==> config.mk <==
export PLATFORM = sky130hd
export DESIGN_NAME = gdsr_regs
export DESIGN_NICKNAME = d
export VERILOG_FILES = /design/src/verilog/gdsr_pkg.sv /design/src/verilog/gdsr_regs.sv /design/src/verilog/gdsr_dead_timer.sv
export VERILOG_INCLUDE_DIRS = /design/src /design/src/verilog
export SDC_FILE = /design/constraint.sdc
export NUM_CORES = 1
export LEC_CHECK = 0
export ABC_AREA = 1
export BUFFER_PORTS_ARGS = -buffer_cell sky130_fd_sc_hd__buf_2
export CORE_UTILIZATION = 45
export CTS_CLUSTER_SIZE = 30
export DETAILED_ROUTE_END_ITERATION = 8
export GPL_ROUTABILITY_DRIVEN = 1
export GPL_TIMING_DRIVEN = 0
export SLEW_MARGIN = 20
export SYNTH_ARGS = -nofsm -noshare
export SYNTH_HDL_FRONTEND = slang
export SYNTH_SLANG_ARGS = --single-unit
==> constraint.sdc <==
create_clock -name ref_clk -period 4.8 [get_ports ref_clk]
set_clock_uncertainty 0.2 [all_clocks]
set_input_delay 0.24 -clock ref_clk [delete_from_list [all_inputs] [get_ports ref_clk]]
set_output_delay 0.24 -clock ref_clk [all_outputs]
set_load 0.01 [all_outputs]
==> src/verilog/gdsr_cfg.svh <==
`ifndef GDSR_CFG_SVH
`define GDSR_CFG_SVH

// ==========================================================================
// register offsets (byte-wide registers, one per address)
`define GDSR_OFS_DEAD_TIME   8'h00
`define GDSR_OFS_REG_SETPT   8'h01
`define GDSR_OFS_EXT_REF     8'h02
`define GDSR_OFS_DRIVE_CTRL  8'h03
`define GDSR_OFS_MODE        8'h04
`define GDSR_OFS_STATUS      8'h05

// ==========================================================================
// field positions
`define GDSR_PDT_HI          7
`define GDSR_PDT_LO          4
`define GDSR_SDT_HI          3
`define GDSR_SDT_LO          0
`define GDSR_BIT_PRI_EN      7
`define GDSR_BIT_SEC_EN      6
`define GDSR_BIT_PRI_BY      5
`define GDSR_BIT_SEC_BY      4
`define GDSR_MSC_HI          1
`define GDSR_MSC_LO          0
`define GDSR_MSC_MASTER      2'h1

// ==========================================================================
// reset values
`define GDSR_RST_DEAD_TIME   8'h00
`define GDSR_RST_REG_SETPT   8'h00
`define GDSR_RST_EXT_REF     8'h00
`define GDSR_RST_DRIVE_CTRL  4'h0
`define GDSR_RST_MODE        2'h0

// ==========================================================================
// timing: dead time step and clock period, both in ns
`define GDSR_DT_STEP_NS      16
`define GDSR_CLK_PERIOD_NS   50

`endif

==> src/verilog/gdsr_pkg.sv <==
`include "gdsr_cfg.svh"

package gdsr_pkg;

  // ========================================================================
  // dead timer states
  typedef enum logic [1:0] {
    GDSR_DT_IDLE,
    GDSR_DT_WAIT,
    GDSR_DT_ON
  } gdsr_dt_state_t;

  typedef logic [7:0] gdsr_byte_t;

  // ========================================================================
  // least dead time in whole cycles, rounded up, never below one
  function automatic logic [3:0] gdsr_dt_cycles(input logic [3:0] code);
    int ns;
    int cyc;
    ns  = `GDSR_DT_STEP_NS * (int'(code) + 1);
    cyc = (ns + `GDSR_CLK_PERIOD_NS - 1) / `GDSR_CLK_PERIOD_NS;
    if (cyc < 1) begin
      cyc = 1;
    end
    return cyc[3:0];
  endfunction

endpackage

==> src/verilog/gdsr_regs.sv <==
`timescale 1ns/1ns
`include "gdsr_cfg.svh"

// Function
// RQ1: primary dead time upper nibble, 16 ns times code plus one.
// RQ2: secondary dead time lower nibble, same 16 ns step encoding.
// RQ3: regulation set-point 8-bit code drives linear reference DAC.
// RQ4: external reference reaches its pin only in master mode 01.
// RQ5: external reference 8-bit code, ground referenced, no pedestal.
// RQ6: primary enable bit gates primary drive, independent of secondary.
// RQ7: secondary enable bit gates secondary drive, independent of primary.
// RQ8: bypass bit set passes turn-on with no added delay.
// RQ9: drive held inactive for the dead time, counted in clock cycles.
module gdsr_regs
  import gdsr_pkg::*;
(
  input  wire logic       ref_clk,
  input  wire logic       resetn,
  input  wire logic [7:0] reg_addr,
  input  wire logic [7:0] reg_wdata,
  input  wire logic       reg_write,
  input  wire logic       reg_read,
  output logic      [7:0] reg_rdata,
  input  wire logic       primary_turn_on_request,
  input  wire logic       secondary_turn_on_request,
  output logic            primary_gate_drive,
  output logic            secondary_gate_drive,
  output logic      [7:0] regulation_dac_code,
  output logic      [7:0] external_ref_code,
  output logic            external_ref_pin_connect
);

  // ========================================================================
  // register state
  gdsr_byte_t dead_time_q;
  gdsr_byte_t dead_time_d;
  gdsr_byte_t reg_setpt_q;
  gdsr_byte_t reg_setpt_d;
  gdsr_byte_t ext_ref_q;
  gdsr_byte_t ext_ref_d;
  logic [3:0] drive_ctrl_q;
  logic [3:0] drive_ctrl_d;
  logic [1:0] master_slave_select_q;
  logic [1:0] master_slave_select_d;
  gdsr_byte_t rdata_q;
  gdsr_byte_t rdata_d;
  logic       connect_q;
  logic       connect_d;

  logic       primary_drive_enable;
  logic       secondary_drive_enable;
  logic       primary_dead_time_bypass;
  logic       secondary_dead_time_bypass;
  logic [3:0] primary_dead_time_code;
  logic [3:0] secondary_dead_time_code;

  // control fields, kept in the upper nibble layout of the control register
  assign primary_drive_enable       = drive_ctrl_q[3];
  assign secondary_drive_enable     = drive_ctrl_q[2];
  assign primary_dead_time_bypass   = drive_ctrl_q[1];
  assign secondary_dead_time_bypass = drive_ctrl_q[0];
  assign primary_dead_time_code     =
    dead_time_q[`GDSR_PDT_HI:`GDSR_PDT_LO];                        // [RQ1]
  assign secondary_dead_time_code   =
    dead_time_q[`GDSR_SDT_HI:`GDSR_SDT_LO];                        // [RQ2]

  // ========================================================================
  // write decode and read mux; unmapped reads return zero
  always_comb begin
    dead_time_d           = dead_time_q;
    reg_setpt_d           = reg_setpt_q;
    ext_ref_d             = ext_ref_q;
    drive_ctrl_d          = drive_ctrl_q;
    master_slave_select_d = master_slave_select_q;
    rdata_d               = 8'h00;
    if (reg_write) begin
      unique case (reg_addr)
        `GDSR_OFS_DEAD_TIME:  dead_time_d = reg_wdata;
        `GDSR_OFS_REG_SETPT:  reg_setpt_d = reg_wdata;              // [RQ3]
        `GDSR_OFS_EXT_REF:    ext_ref_d   = reg_wdata;              // [RQ5]
        `GDSR_OFS_DRIVE_CTRL: begin
          drive_ctrl_d = {reg_wdata[`GDSR_BIT_PRI_EN],               // [RQ6]
                          reg_wdata[`GDSR_BIT_SEC_EN],               // [RQ7]
                          reg_wdata[`GDSR_BIT_PRI_BY],               // [RQ8]
                          reg_wdata[`GDSR_BIT_SEC_BY]};
        end
        `GDSR_OFS_MODE: begin
          master_slave_select_d = reg_wdata[`GDSR_MSC_HI:`GDSR_MSC_LO];
        end
        default: ;
      endcase
    end
    if (reg_read) begin
      unique case (reg_addr)
        `GDSR_OFS_DEAD_TIME:  rdata_d = dead_time_q;
        `GDSR_OFS_REG_SETPT:  rdata_d = reg_setpt_q;
        `GDSR_OFS_EXT_REF:    rdata_d = ext_ref_q;
        `GDSR_OFS_DRIVE_CTRL: rdata_d = {drive_ctrl_q, 4'h0};
        `GDSR_OFS_MODE:       rdata_d = {6'h00, master_slave_select_q};
        // live drive levels, so software can see the dead timers act
        `GDSR_OFS_STATUS: begin
          rdata_d = {6'h00, primary_gate_drive, secondary_gate_drive};
        end
        default:              rdata_d = 8'h00;
      endcase
    end
    // pin switch follows the mode register; off in stand-alone
    connect_d = (master_slave_select_d == `GDSR_MSC_MASTER);         // [RQ4]
  end

  // register bank
  always_ff @(posedge ref_clk or negedge resetn) begin
    if (!resetn) begin
      dead_time_q           <= `GDSR_RST_DEAD_TIME;
      reg_setpt_q           <= `GDSR_RST_REG_SETPT;
      ext_ref_q             <= `GDSR_RST_EXT_REF;
      drive_ctrl_q          <= `GDSR_RST_DRIVE_CTRL;
      master_slave_select_q <= `GDSR_RST_MODE;
      rdata_q               <= 8'h00;
      connect_q             <= 1'b0;
    end else begin
      dead_time_q           <= dead_time_d;
      reg_setpt_q           <= reg_setpt_d;
      ext_ref_q             <= ext_ref_d;
      drive_ctrl_q          <= drive_ctrl_d;
      master_slave_select_q <= master_slave_select_d;
      rdata_q               <= rdata_d;
      connect_q             <= connect_d;
    end
  end

  // dac codes straight from flops; the analog side does the scaling
  assign regulation_dac_code      = reg_setpt_q;                    // [RQ3]
  assign external_ref_code        = ext_ref_q;                      // [RQ5]
  assign external_ref_pin_connect = connect_q;                      // [RQ4]
  assign reg_rdata                = rdata_q;

  // ========================================================================
  // dead timers, one per low-side driver
  gdsr_dead_timer u_primary_timer (
    .ref_clk          (ref_clk),
    .resetn           (resetn),
    .turn_on_request  (primary_turn_on_request),
    .drive_enable     (primary_drive_enable),                       // [RQ6]
    .dead_time_bypass (primary_dead_time_bypass),                   // [RQ8]
    .dead_time_code   (primary_dead_time_code),                     // [RQ1]
    .gate_drive       (primary_gate_drive)                          // [RQ9]
  );

  gdsr_dead_timer u_secondary_timer (
    .ref_clk          (ref_clk),
    .resetn           (resetn),
    .turn_on_request  (secondary_turn_on_request),
    .drive_enable     (secondary_drive_enable),                     // [RQ7]
    .dead_time_bypass (secondary_dead_time_bypass),                 // [RQ8]
    .dead_time_code   (secondary_dead_time_code),                   // [RQ2]
    .gate_drive       (secondary_gate_drive)                        // [RQ9]
  );

  // ========================================================================
  // checks
  chk_pri_dead_max: assert property ( // [RQ1]
    @(posedge ref_clk) disable iff (!resetn)
    ($rose(primary_turn_on_request) && primary_dead_time_code == 4'hF)
    ##0 (primary_turn_on_request && primary_drive_enable
         && !primary_dead_time_bypass)[*7]
    |=> primary_gate_drive && !$past(primary_gate_drive))
    else $error("primary drive not on six cycles after max code");

  chk_sec_dead_min: assert property ( // [RQ2]
    @(posedge ref_clk) disable iff (!resetn)
    ($rose(secondary_turn_on_request) && secondary_dead_time_code == 4'h0)
    ##0 (secondary_turn_on_request && secondary_drive_enable
         && !secondary_dead_time_bypass)[*2]
    |=> secondary_gate_drive && !$past(secondary_gate_drive))
    else $error("secondary drive not on one cycle after min code");

  chk_hold_inactive: assert property ( // [RQ9]
    @(posedge ref_clk) disable iff (!resetn)
    $rose(primary_turn_on_request) && !primary_dead_time_bypass
    |=> !primary_gate_drive)
    else $error("primary drive rose with no dead time");

  chk_setpoint_write: assert property ( // [RQ3]
    @(posedge ref_clk) disable iff (!resetn)
    reg_write && reg_addr == `GDSR_OFS_REG_SETPT
    |=> regulation_dac_code == $past(reg_wdata))
    else $error("regulation set-point not taken from write");

  chk_ext_ref_write: assert property ( // [RQ5]
    @(posedge ref_clk) disable iff (!resetn)
    reg_write && reg_addr == `GDSR_OFS_EXT_REF
    |=> external_ref_code == $past(reg_wdata) ##1 reg_rdata ==
        external_ref_code || !$past(reg_read))
    else $error("external reference code not taken from write");

  chk_pin_master: assert property ( // [RQ4]
    @(posedge ref_clk) disable iff (!resetn)
    reg_write && reg_addr == `GDSR_OFS_MODE
    |=> external_ref_pin_connect ==
        ($past(reg_wdata[1:0]) == `GDSR_MSC_MASTER))
    else $error("external reference pin switch wrong for mode");

  chk_pri_disable: assert property ( // [RQ6]
    @(posedge ref_clk) disable iff (!resetn)
    !primary_drive_enable |=> !primary_gate_drive)
    else $error("primary drive on while disabled");

  chk_sec_disable: assert property ( // [RQ7]
    @(posedge ref_clk) disable iff (!resetn)
    !secondary_drive_enable |=> !secondary_gate_drive)
    else $error("secondary drive on while disabled");

  chk_bypass_pass: assert property ( // [RQ8]
    @(posedge ref_clk) disable iff (!resetn)
    $rose(secondary_turn_on_request) && secondary_drive_enable
    && secondary_dead_time_bypass
    |=> secondary_gate_drive)
    else $error("bypassed secondary drive delayed");

endmodule

==> src/verilog/gdsr_dead_timer.sv <==
`timescale 1ns/1ns

// ==========================================================================
// one low-side driver: turn-on delay, bypass and enable gating
module gdsr_dead_timer
  import gdsr_pkg::*;
(
  input  wire logic       ref_clk,
  input  wire logic       resetn,
  input  wire logic       turn_on_request,
  input  wire logic       drive_enable,
  input  wire logic       dead_time_bypass,
  input  wire logic [3:0] dead_time_code,
  output logic            gate_drive
);

  gdsr_dt_state_t state_q;
  gdsr_dt_state_t state_d;
  logic [3:0]     cnt_q;
  logic [3:0]     cnt_d;
  logic           drive_q;
  logic           drive_d;

  // next state: hold the output low for the whole dead time
  always_comb begin
    state_d = state_q;
    cnt_d   = cnt_q;
    drive_d = 1'b0;
    if (!drive_enable || !turn_on_request) begin
      state_d = GDSR_DT_IDLE;
    end else begin
      unique case (state_q)
        GDSR_DT_IDLE: begin
          if (dead_time_bypass) begin
            state_d = GDSR_DT_ON;
            drive_d = 1'b1;
          end else begin
            // code latched here so a rewrite mid-delay cannot glitch it
            state_d = GDSR_DT_WAIT;
            cnt_d   = gdsr_dt_cycles(dead_time_code) - 4'h1;
          end
        end
        GDSR_DT_WAIT: begin
          if (cnt_q == 4'h0) begin
            state_d = GDSR_DT_ON;
            drive_d = 1'b1;
          end else begin
            cnt_d = cnt_q - 4'h1;
          end
        end
        GDSR_DT_ON: begin
          drive_d = 1'b1;
        end
      endcase
    end
  end

  // state registers
  always_ff @(posedge ref_clk or negedge resetn) begin
    if (!resetn) begin
      state_q <= GDSR_DT_IDLE;
      cnt_q   <= 4'h0;
      drive_q <= 1'b0;
    end else begin
      state_q <= state_d;
      cnt_q   <= cnt_d;
      drive_q <= drive_d;
    end
  end

  assign gate_drive = drive_q;

endmodule

-- Word level (Yosys, flattened, before mapping)
Index checks and enable logic that the tools add are counted.
- $add $sub $neg: 10
- divide/modulo/power cells: 2
- order comparisons: 2
- equality and inequality tests: 16
- multiplexer cells: 34
- bitwise logic cells: 2
- reduce and logical (&&, ||, !) cells: 23
- operator list (operator ; count):
    adder 32 x 7 -> 32 bit (second input constant) ; 2
    divider 32 x 7 -> 32 bit (second input constant) ; 2
    < comparator 32 x 2 -> 1 bit (second input constant) ; 2
    subtractor 32 x 2 -> 32 bit (second input constant) ; 2
    2-to-1 mux 4 bit ; 12
    one-hot mux 8 bit (6 select lines) ; 1
    == test 8 x 2 -> 1 bit (second input constant) ; 2
    == test 8 x 3 -> 1 bit (second input constant) ; 2
    2-to-1 mux 2 bit ; 8
    one-hot mux 4 bit (2 select lines) ; 2
    subtractor 4 x 1 -> 4 bit (second input constant) ; 4
    AND reduction 2 bit ; 6
    adder 4 x 1 -> 5 bit (second input constant) ; 2
    == test 8 x 1 -> 1 bit (second input constant) ; 1
    zero test 4 bit ; 2
    zero test 8 bit ; 1
    2-to-1 mux 8 bit ; 1
    inequality test 2 bit (second input constant) ; 4
    one-hot mux 2 bit (2 select lines) ; 2
    AND reduction 4 bit ; 2
    == test 2 x 1 -> 1 bit (second input constant) ; 3
    2-to-1 mux 1 bit ; 6
    inequality test 3 x 1 -> 1 bit (second input constant) ; 2
    one-hot mux 1 bit (3 select lines) ; 2
    7 further kinds ; 16
- register bits: 53
- output and inout port bits: 27
- word-level logic and storage cells: 102

-- Logic depth before layout (Yosys ltp)
- depth in word-level cells: 12
- mapped depth: 32
- gate-level depth less buffers: 31

-- Modules after synthesis
From an unflattened synthesis, not the netlist that was laid out.
- cell total of the unflattened synthesis: 588
- area, all modules: 4297.9 um^2
- by module, submodules not included (module ; times used ; cells an instance ; area each (um^2) ; seq. area each (um^2)):
    gdsr_dead_timer ; 2 ; 184 ; 1126.1 ; 175.2
    gdsr_regs ; 1 ; 220 ; 2045.7 ; 975.9

-- Least setup slack after synthesis
No wires, ideal clock.
- path type: flip-flop to flip-flop
- start point: reg dead_time_q[4]
- end point: reg u_primary_timer.cnt_q[2]
- data arrival time: 3.603 ns
- required time: 4.470 ns
- path slack: 0.867 ns
- cell stages (with the launch flop): 33
- period minus slack after synthesis: 3.933 ns
- cell sequence: dfrtp_1 > buf_4 > inv_1 > ha_1 > inv_1 > nand2_1 > nand2_1 > nor2_1 > nand2_1 > nand2_1 > nand3_2 > nand2_1 > nand2_1 > ha_1 > nor2_1 > nand2_1 > inv_1 > nor2_2 > nand2_2 > inv_1 > ha_1 > inv_1 > o21ai_1 > nand2_1 > nand3_1 > nand3b_1 > inv_1 > nor2_1 > nand3_1 > nand2_2 > ha_1 > xnor2_1 > o21ai_0
- word-level cells in the longest chain between the ends: 12
- RTL lines (element ; RTL line ; text):
    start: declaration ; gdsr_regs.sv:35 ; gdsr_byte_t dead_time_q;
    start signal: assignment ; gdsr_regs.sv:114 ; dead_time_q <= `GDSR_RST_DEAD_TIME;
    start signal: assignment ; gdsr_regs.sv:122 ; dead_time_q <= dead_time_d;
    adder 4 x 1 -> 5 bit (*) ; gdsr_pkg.sv:20 ; ns = `GDSR_DT_STEP_NS * (int'(code) + 1);
    adder 32 x 7 -> 32 bit (no line) (*) ; n/a ;
    subtractor 32 x 2 -> 32 bit (*) ; gdsr_pkg.sv:21 ; cyc = (ns + `GDSR_CLK_PERIOD_NS - 1) / `GDSR_CLK_PERIOD_NS;
    divider 32 x 7 -> 32 bit (no line) (*) ; n/a ;
    < comparator 32 x 2 -> 1 bit ; gdsr_pkg.sv:22 ; if (cyc < 1) begin
    2-to-1 mux 4 bit (*) ; gdsr_pkg.sv:22 ;
    2-to-1 mux 4 bit (*) ; gdsr_dead_timer.sv:34 ; if (dead_time_bypass) begin
    2-to-1 mux 4 bit (*) ; gdsr_dead_timer.sv:32 ; unique case (state_q)
    2-to-1 mux 4 bit (*) ; gdsr_dead_timer.sv:29 ; if (!drive_enable || !turn_on_request) begin
    subtractor 4 x 1 -> 4 bit (*) ; gdsr_dead_timer.sv:40 ; cnt_d = gdsr_dt_cycles(dead_time_code) - 4'h1;
    2-to-1 mux 4 bit (*) ; gdsr_dead_timer.sv:34 ;
    one-hot mux 4 bit (2 select lines) (*) ; gdsr_dead_timer.sv:32 ;
    end signal: assignment ; gdsr_dead_timer.sv:66 ; cnt_q <= cnt_d;
    end: declaration ; gdsr_dead_timer.sv:19 ; logic [3:0] cnt_q;
Every way passes the cells marked *; elsewhere a longest branch is shown, timed or not. The select of a mux whose other input is x is not followed.
A chain may end at the register's enable or synchronous reset.

-- Worst setup path after layout
Same ends and word-level chain as after synthesis.

==> reports/qor.yml <==
area_overhead_vs_synth_pct: 13.89
clock_sink_count: 53
io_pins: 49
ratio_of_total_power_to_cell_area_nw_per_um2: 227.5
drt_iter0_markers: 137
number_of_clock_buffers_inserted_by_tritoncts: 5
route.vias.total: 3588
edff_count_synth: 0
layout.nets: 649
antenna-diode-count: 0
worstSetupEndpointType: "register"
gr-max-usage-layer: "met2"
detail_route.wl_per_cell_um: 13.01
drv.max_cap_violation_count: 0
timing.final.crit_share_pct: 90.24
drt_first_pass_iters: 4
grt_first_pass_wirelength_um: 15610
globalRouteTotalUtil_pct: 22.06
power.leakage_uw: 0.002337
die_w_um: 95.54
netlist-cell-type-count: 41
placeableCoreArea_um2: 8341
required_time_at_the_endpoint_of_the_critical_path_ns: 4.79
start_util_pct: 47.21
cpLargestDelayFamily: "simple AND/OR/NAND/NOR gates"
global_route.usage.met3_pct: 2.951
reg2reg_slack_ns: 0.47
design.die.area_um2: 9128
worst-endpoint-arrival_ns: 4.32
die_h_um: 95.54
synth-seq-area-share_pct: 33.68
timing.critical_path.slowest_stage_cell: "dfrtp_1"
cts_tree: "built"
post_synth_inst_count: 550
critical-path-max-stage-delay_ns: 0.39
finalSetupTns_ns: 0
timing.critical_path.fanout_max: 9
yosysWarnings: 0
clock_insertion_delay_worst_skew_ns: 0.31
setup.worst_path.class: "register to register"
ctsLongestPathBuffers: 2
path_clk_slew_ns: 0.10
synth-main-ff-cell: "dfrtp_1"
remaining_antenna_violation_count: 0
io_port_bufs: 48
synthesis.nets: 590
grt_use_met2_pct: 35.24
gr-usage-met1_pct: 31.86
vias_per_cell: 5.025
period_minus_slack_ns: 4.332
grt_antenna_before_repair: 0
cts_root_buf: "clkbuf_8"
timing_max_transition_violations_final: 0
worst-path-buf-inv: 7
grt_max_degree: 54
postRouteWirelength_um: 9291
slew_headroom_pct: 52.45
final.hold.worst_slack_ns: 0.04541
vias_in_the_first_global_route: 3273
hold_viol_final: 0
fmax_mhz: 230.9
ys_seq_elements: 53
min-delay-path-class: "input pin to register"
outcome: "complete, no violations"
share_of_final_layout_standard_cells_stronger_than_drive_strength_1_pct: 19.21
synth.avg_cell_area_um2: 7.159
critical_path.startpoint_type: "register"
asyncSetResetFlopFracSynth_pct: 100.0
setup-violations-final: 0
max_slew.worst_pin.slew_ns: 0.7133
hpwlAfterDp_um: 7405
syn-cell-area_um2: 3938
globalplace.congestion: 0.8417
max-vdd-ir-drop_mv: 0.1534
final.fill_count: 856
grt_setup_unrepaired: "no"
overflow: 0
cp_common_cell: "nand2_1"
clock_tree.htree_level_count: 2
post-route-drc-count: 0
fp-row-count: 33
## synth_stat cells (all sizes together) (2+ instances only)
library cell / n / share of area [%]
nand3b: 2 / 0.38
a21boi: 2 / 0.67
o21ai: 59 / 7.6
nor3: 3 / 0.51
a21oi: 11 / 1.9
clkbuf: 3 / 0.29
xnor2: 3 / 0.67
clkinv: 2 / 0.19
or4: 2 / 0.38
inv: 82 / 7.8
a221oi: 6 / 1.3
or2: 2 / 0.32
ha: 18 / 5.7
nand2: 179 / 19
xor2: 3 / 0.67
a31oi: 3 / 0.48
o211ai: 4 / 0.76
nor2: 42 / 4.6
nand3: 39 / 6.9
dfrtp: 53 / 34
buf: 5 / 1.2
nand4: 23 / 4.4
## report_power, final
group	internal, uW	switching (uW)	leakage, uW
logic	84.2	143	0.00156
registers	469	17.6	0.000719
clock network	155	152	0.0000546
total	708	313	0.00234
## sequential cells by signal (all words and copies together), names as in the netlist
signal and count:
drive_ctrl_q 4, u_secondary_timer.state_q 2, master_slave_select_q 2, u_primary_timer.state_q 2, dead_time_q 8, u_secondary_timer.cnt_q 4, reg_rdata 8, u_secondary_timer.gate_drive 1
u_primary_timer.gate_drive 1, external_ref_code 8, external_ref_pin_connect 1, u_primary_timer.cnt_q 4, regulation_dac_code 8
## metal layers
metal,vias up,share of wire (%)
met5,-,0
met4,0,0.64
li1,1909,-
met3,6,2.9
met1,1607,52
met2,66,45
## worst paths after layout
path                                               to                  startpoint  cells after the start
max                          u_primary_timer.cnt_q[2]              dead_time_q[4]                     32
min                                    dead_time_q[1]                reg_wdata[1]                      3
max reg2reg                  u_primary_timer.cnt_q[2]              dead_time_q[4]                     32
min reg2reg                u_secondary_timer.cnt_q[1]  u_secondary_timer.cnt_q[1]                      2
max in group asynchronous  u_secondary_timer.cnt_q[1]                      resetn                      2
min in group asynchronous                reg_rdata[0]                      resetn                      2
## worst min-delay path, stage by stage
cell,delay (ns)
buf_2,0.07
inv_1,0.06
o21ai_0,0.15
## final cells by class
class / count / area [um^2] / share of cell area [%]
plain buffers: 8 / 60.06 / 1.339
clock buffers: 5 / 68.82 / 1.535
clock inverters: 2 / 38.79 / 0.8650
inverters: 84 / 319.1 / 7.115
multi-input cells: 405 / 2260 / 50.39
flip-flops and latches: 53 / 1326 / 29.58
well taps: 105 / 131.4 / 2.930
repair buffers: 52 / 280.3 / 6.250
## stage by stage
step	cells	power, uW	setup slack, ns	instance area, um^2	util (%)
global route	714	1083	0.01233	4484	53.77
floorplan	550	652.8	0.8669	3938	-
detailed placement	703	716.6	0.3223	4312	51.70
finish	714	1020	0.4685	4484	53.77
CTS	713	1031	0.3078	4449	53.35
global placement	703	712.4	0.3829	4309	51.67
## repair_timing
action                                 in CTS  in global routing
setup buffers                               0                  1
resized for setup                           0                  5
endpoints found under the hold margin      55                  0
hold buffers                                3                  0
setup endpoints to repair                   0                  3
## logic make-up (layout without fill, tap and decap cells)
logic type	after synthesis	count (layout)	share of synthesized area (%)
buf+inv	92	151	9.533
simple gates	294	294	36.57
flops	53	53	33.68
compound gates	87	87	13.16
fa+ha+maj	18	18	5.720
xor+xnor	6	6	1.335
## cell usage in the layout (no fill, tap or decap), types with 3 or more instances in the layout
cell type,instances
nand2_1,160
inv_1,74
dfrtp_1,53
o21ai_0,52
buf_2,47
nor2_1,37
nand3_1,27
nand4_1,21
ha_1,17
nand2_2,15
nand3_2,9
a21oi_1,8
inv_2,7
a221oi_1,6
o21ai_1,5
clkbuf_8,5
nand2_4,4
buf_4,4
o211ai_1,4
buf_6,3
nor2_2,3
nand3_4,3
xor2_1,3
xnor2_1,3
a31oi_1,3
clkbuf_1,3
dlygate4sd3_1,3
(Power assumes the default switching activity.)
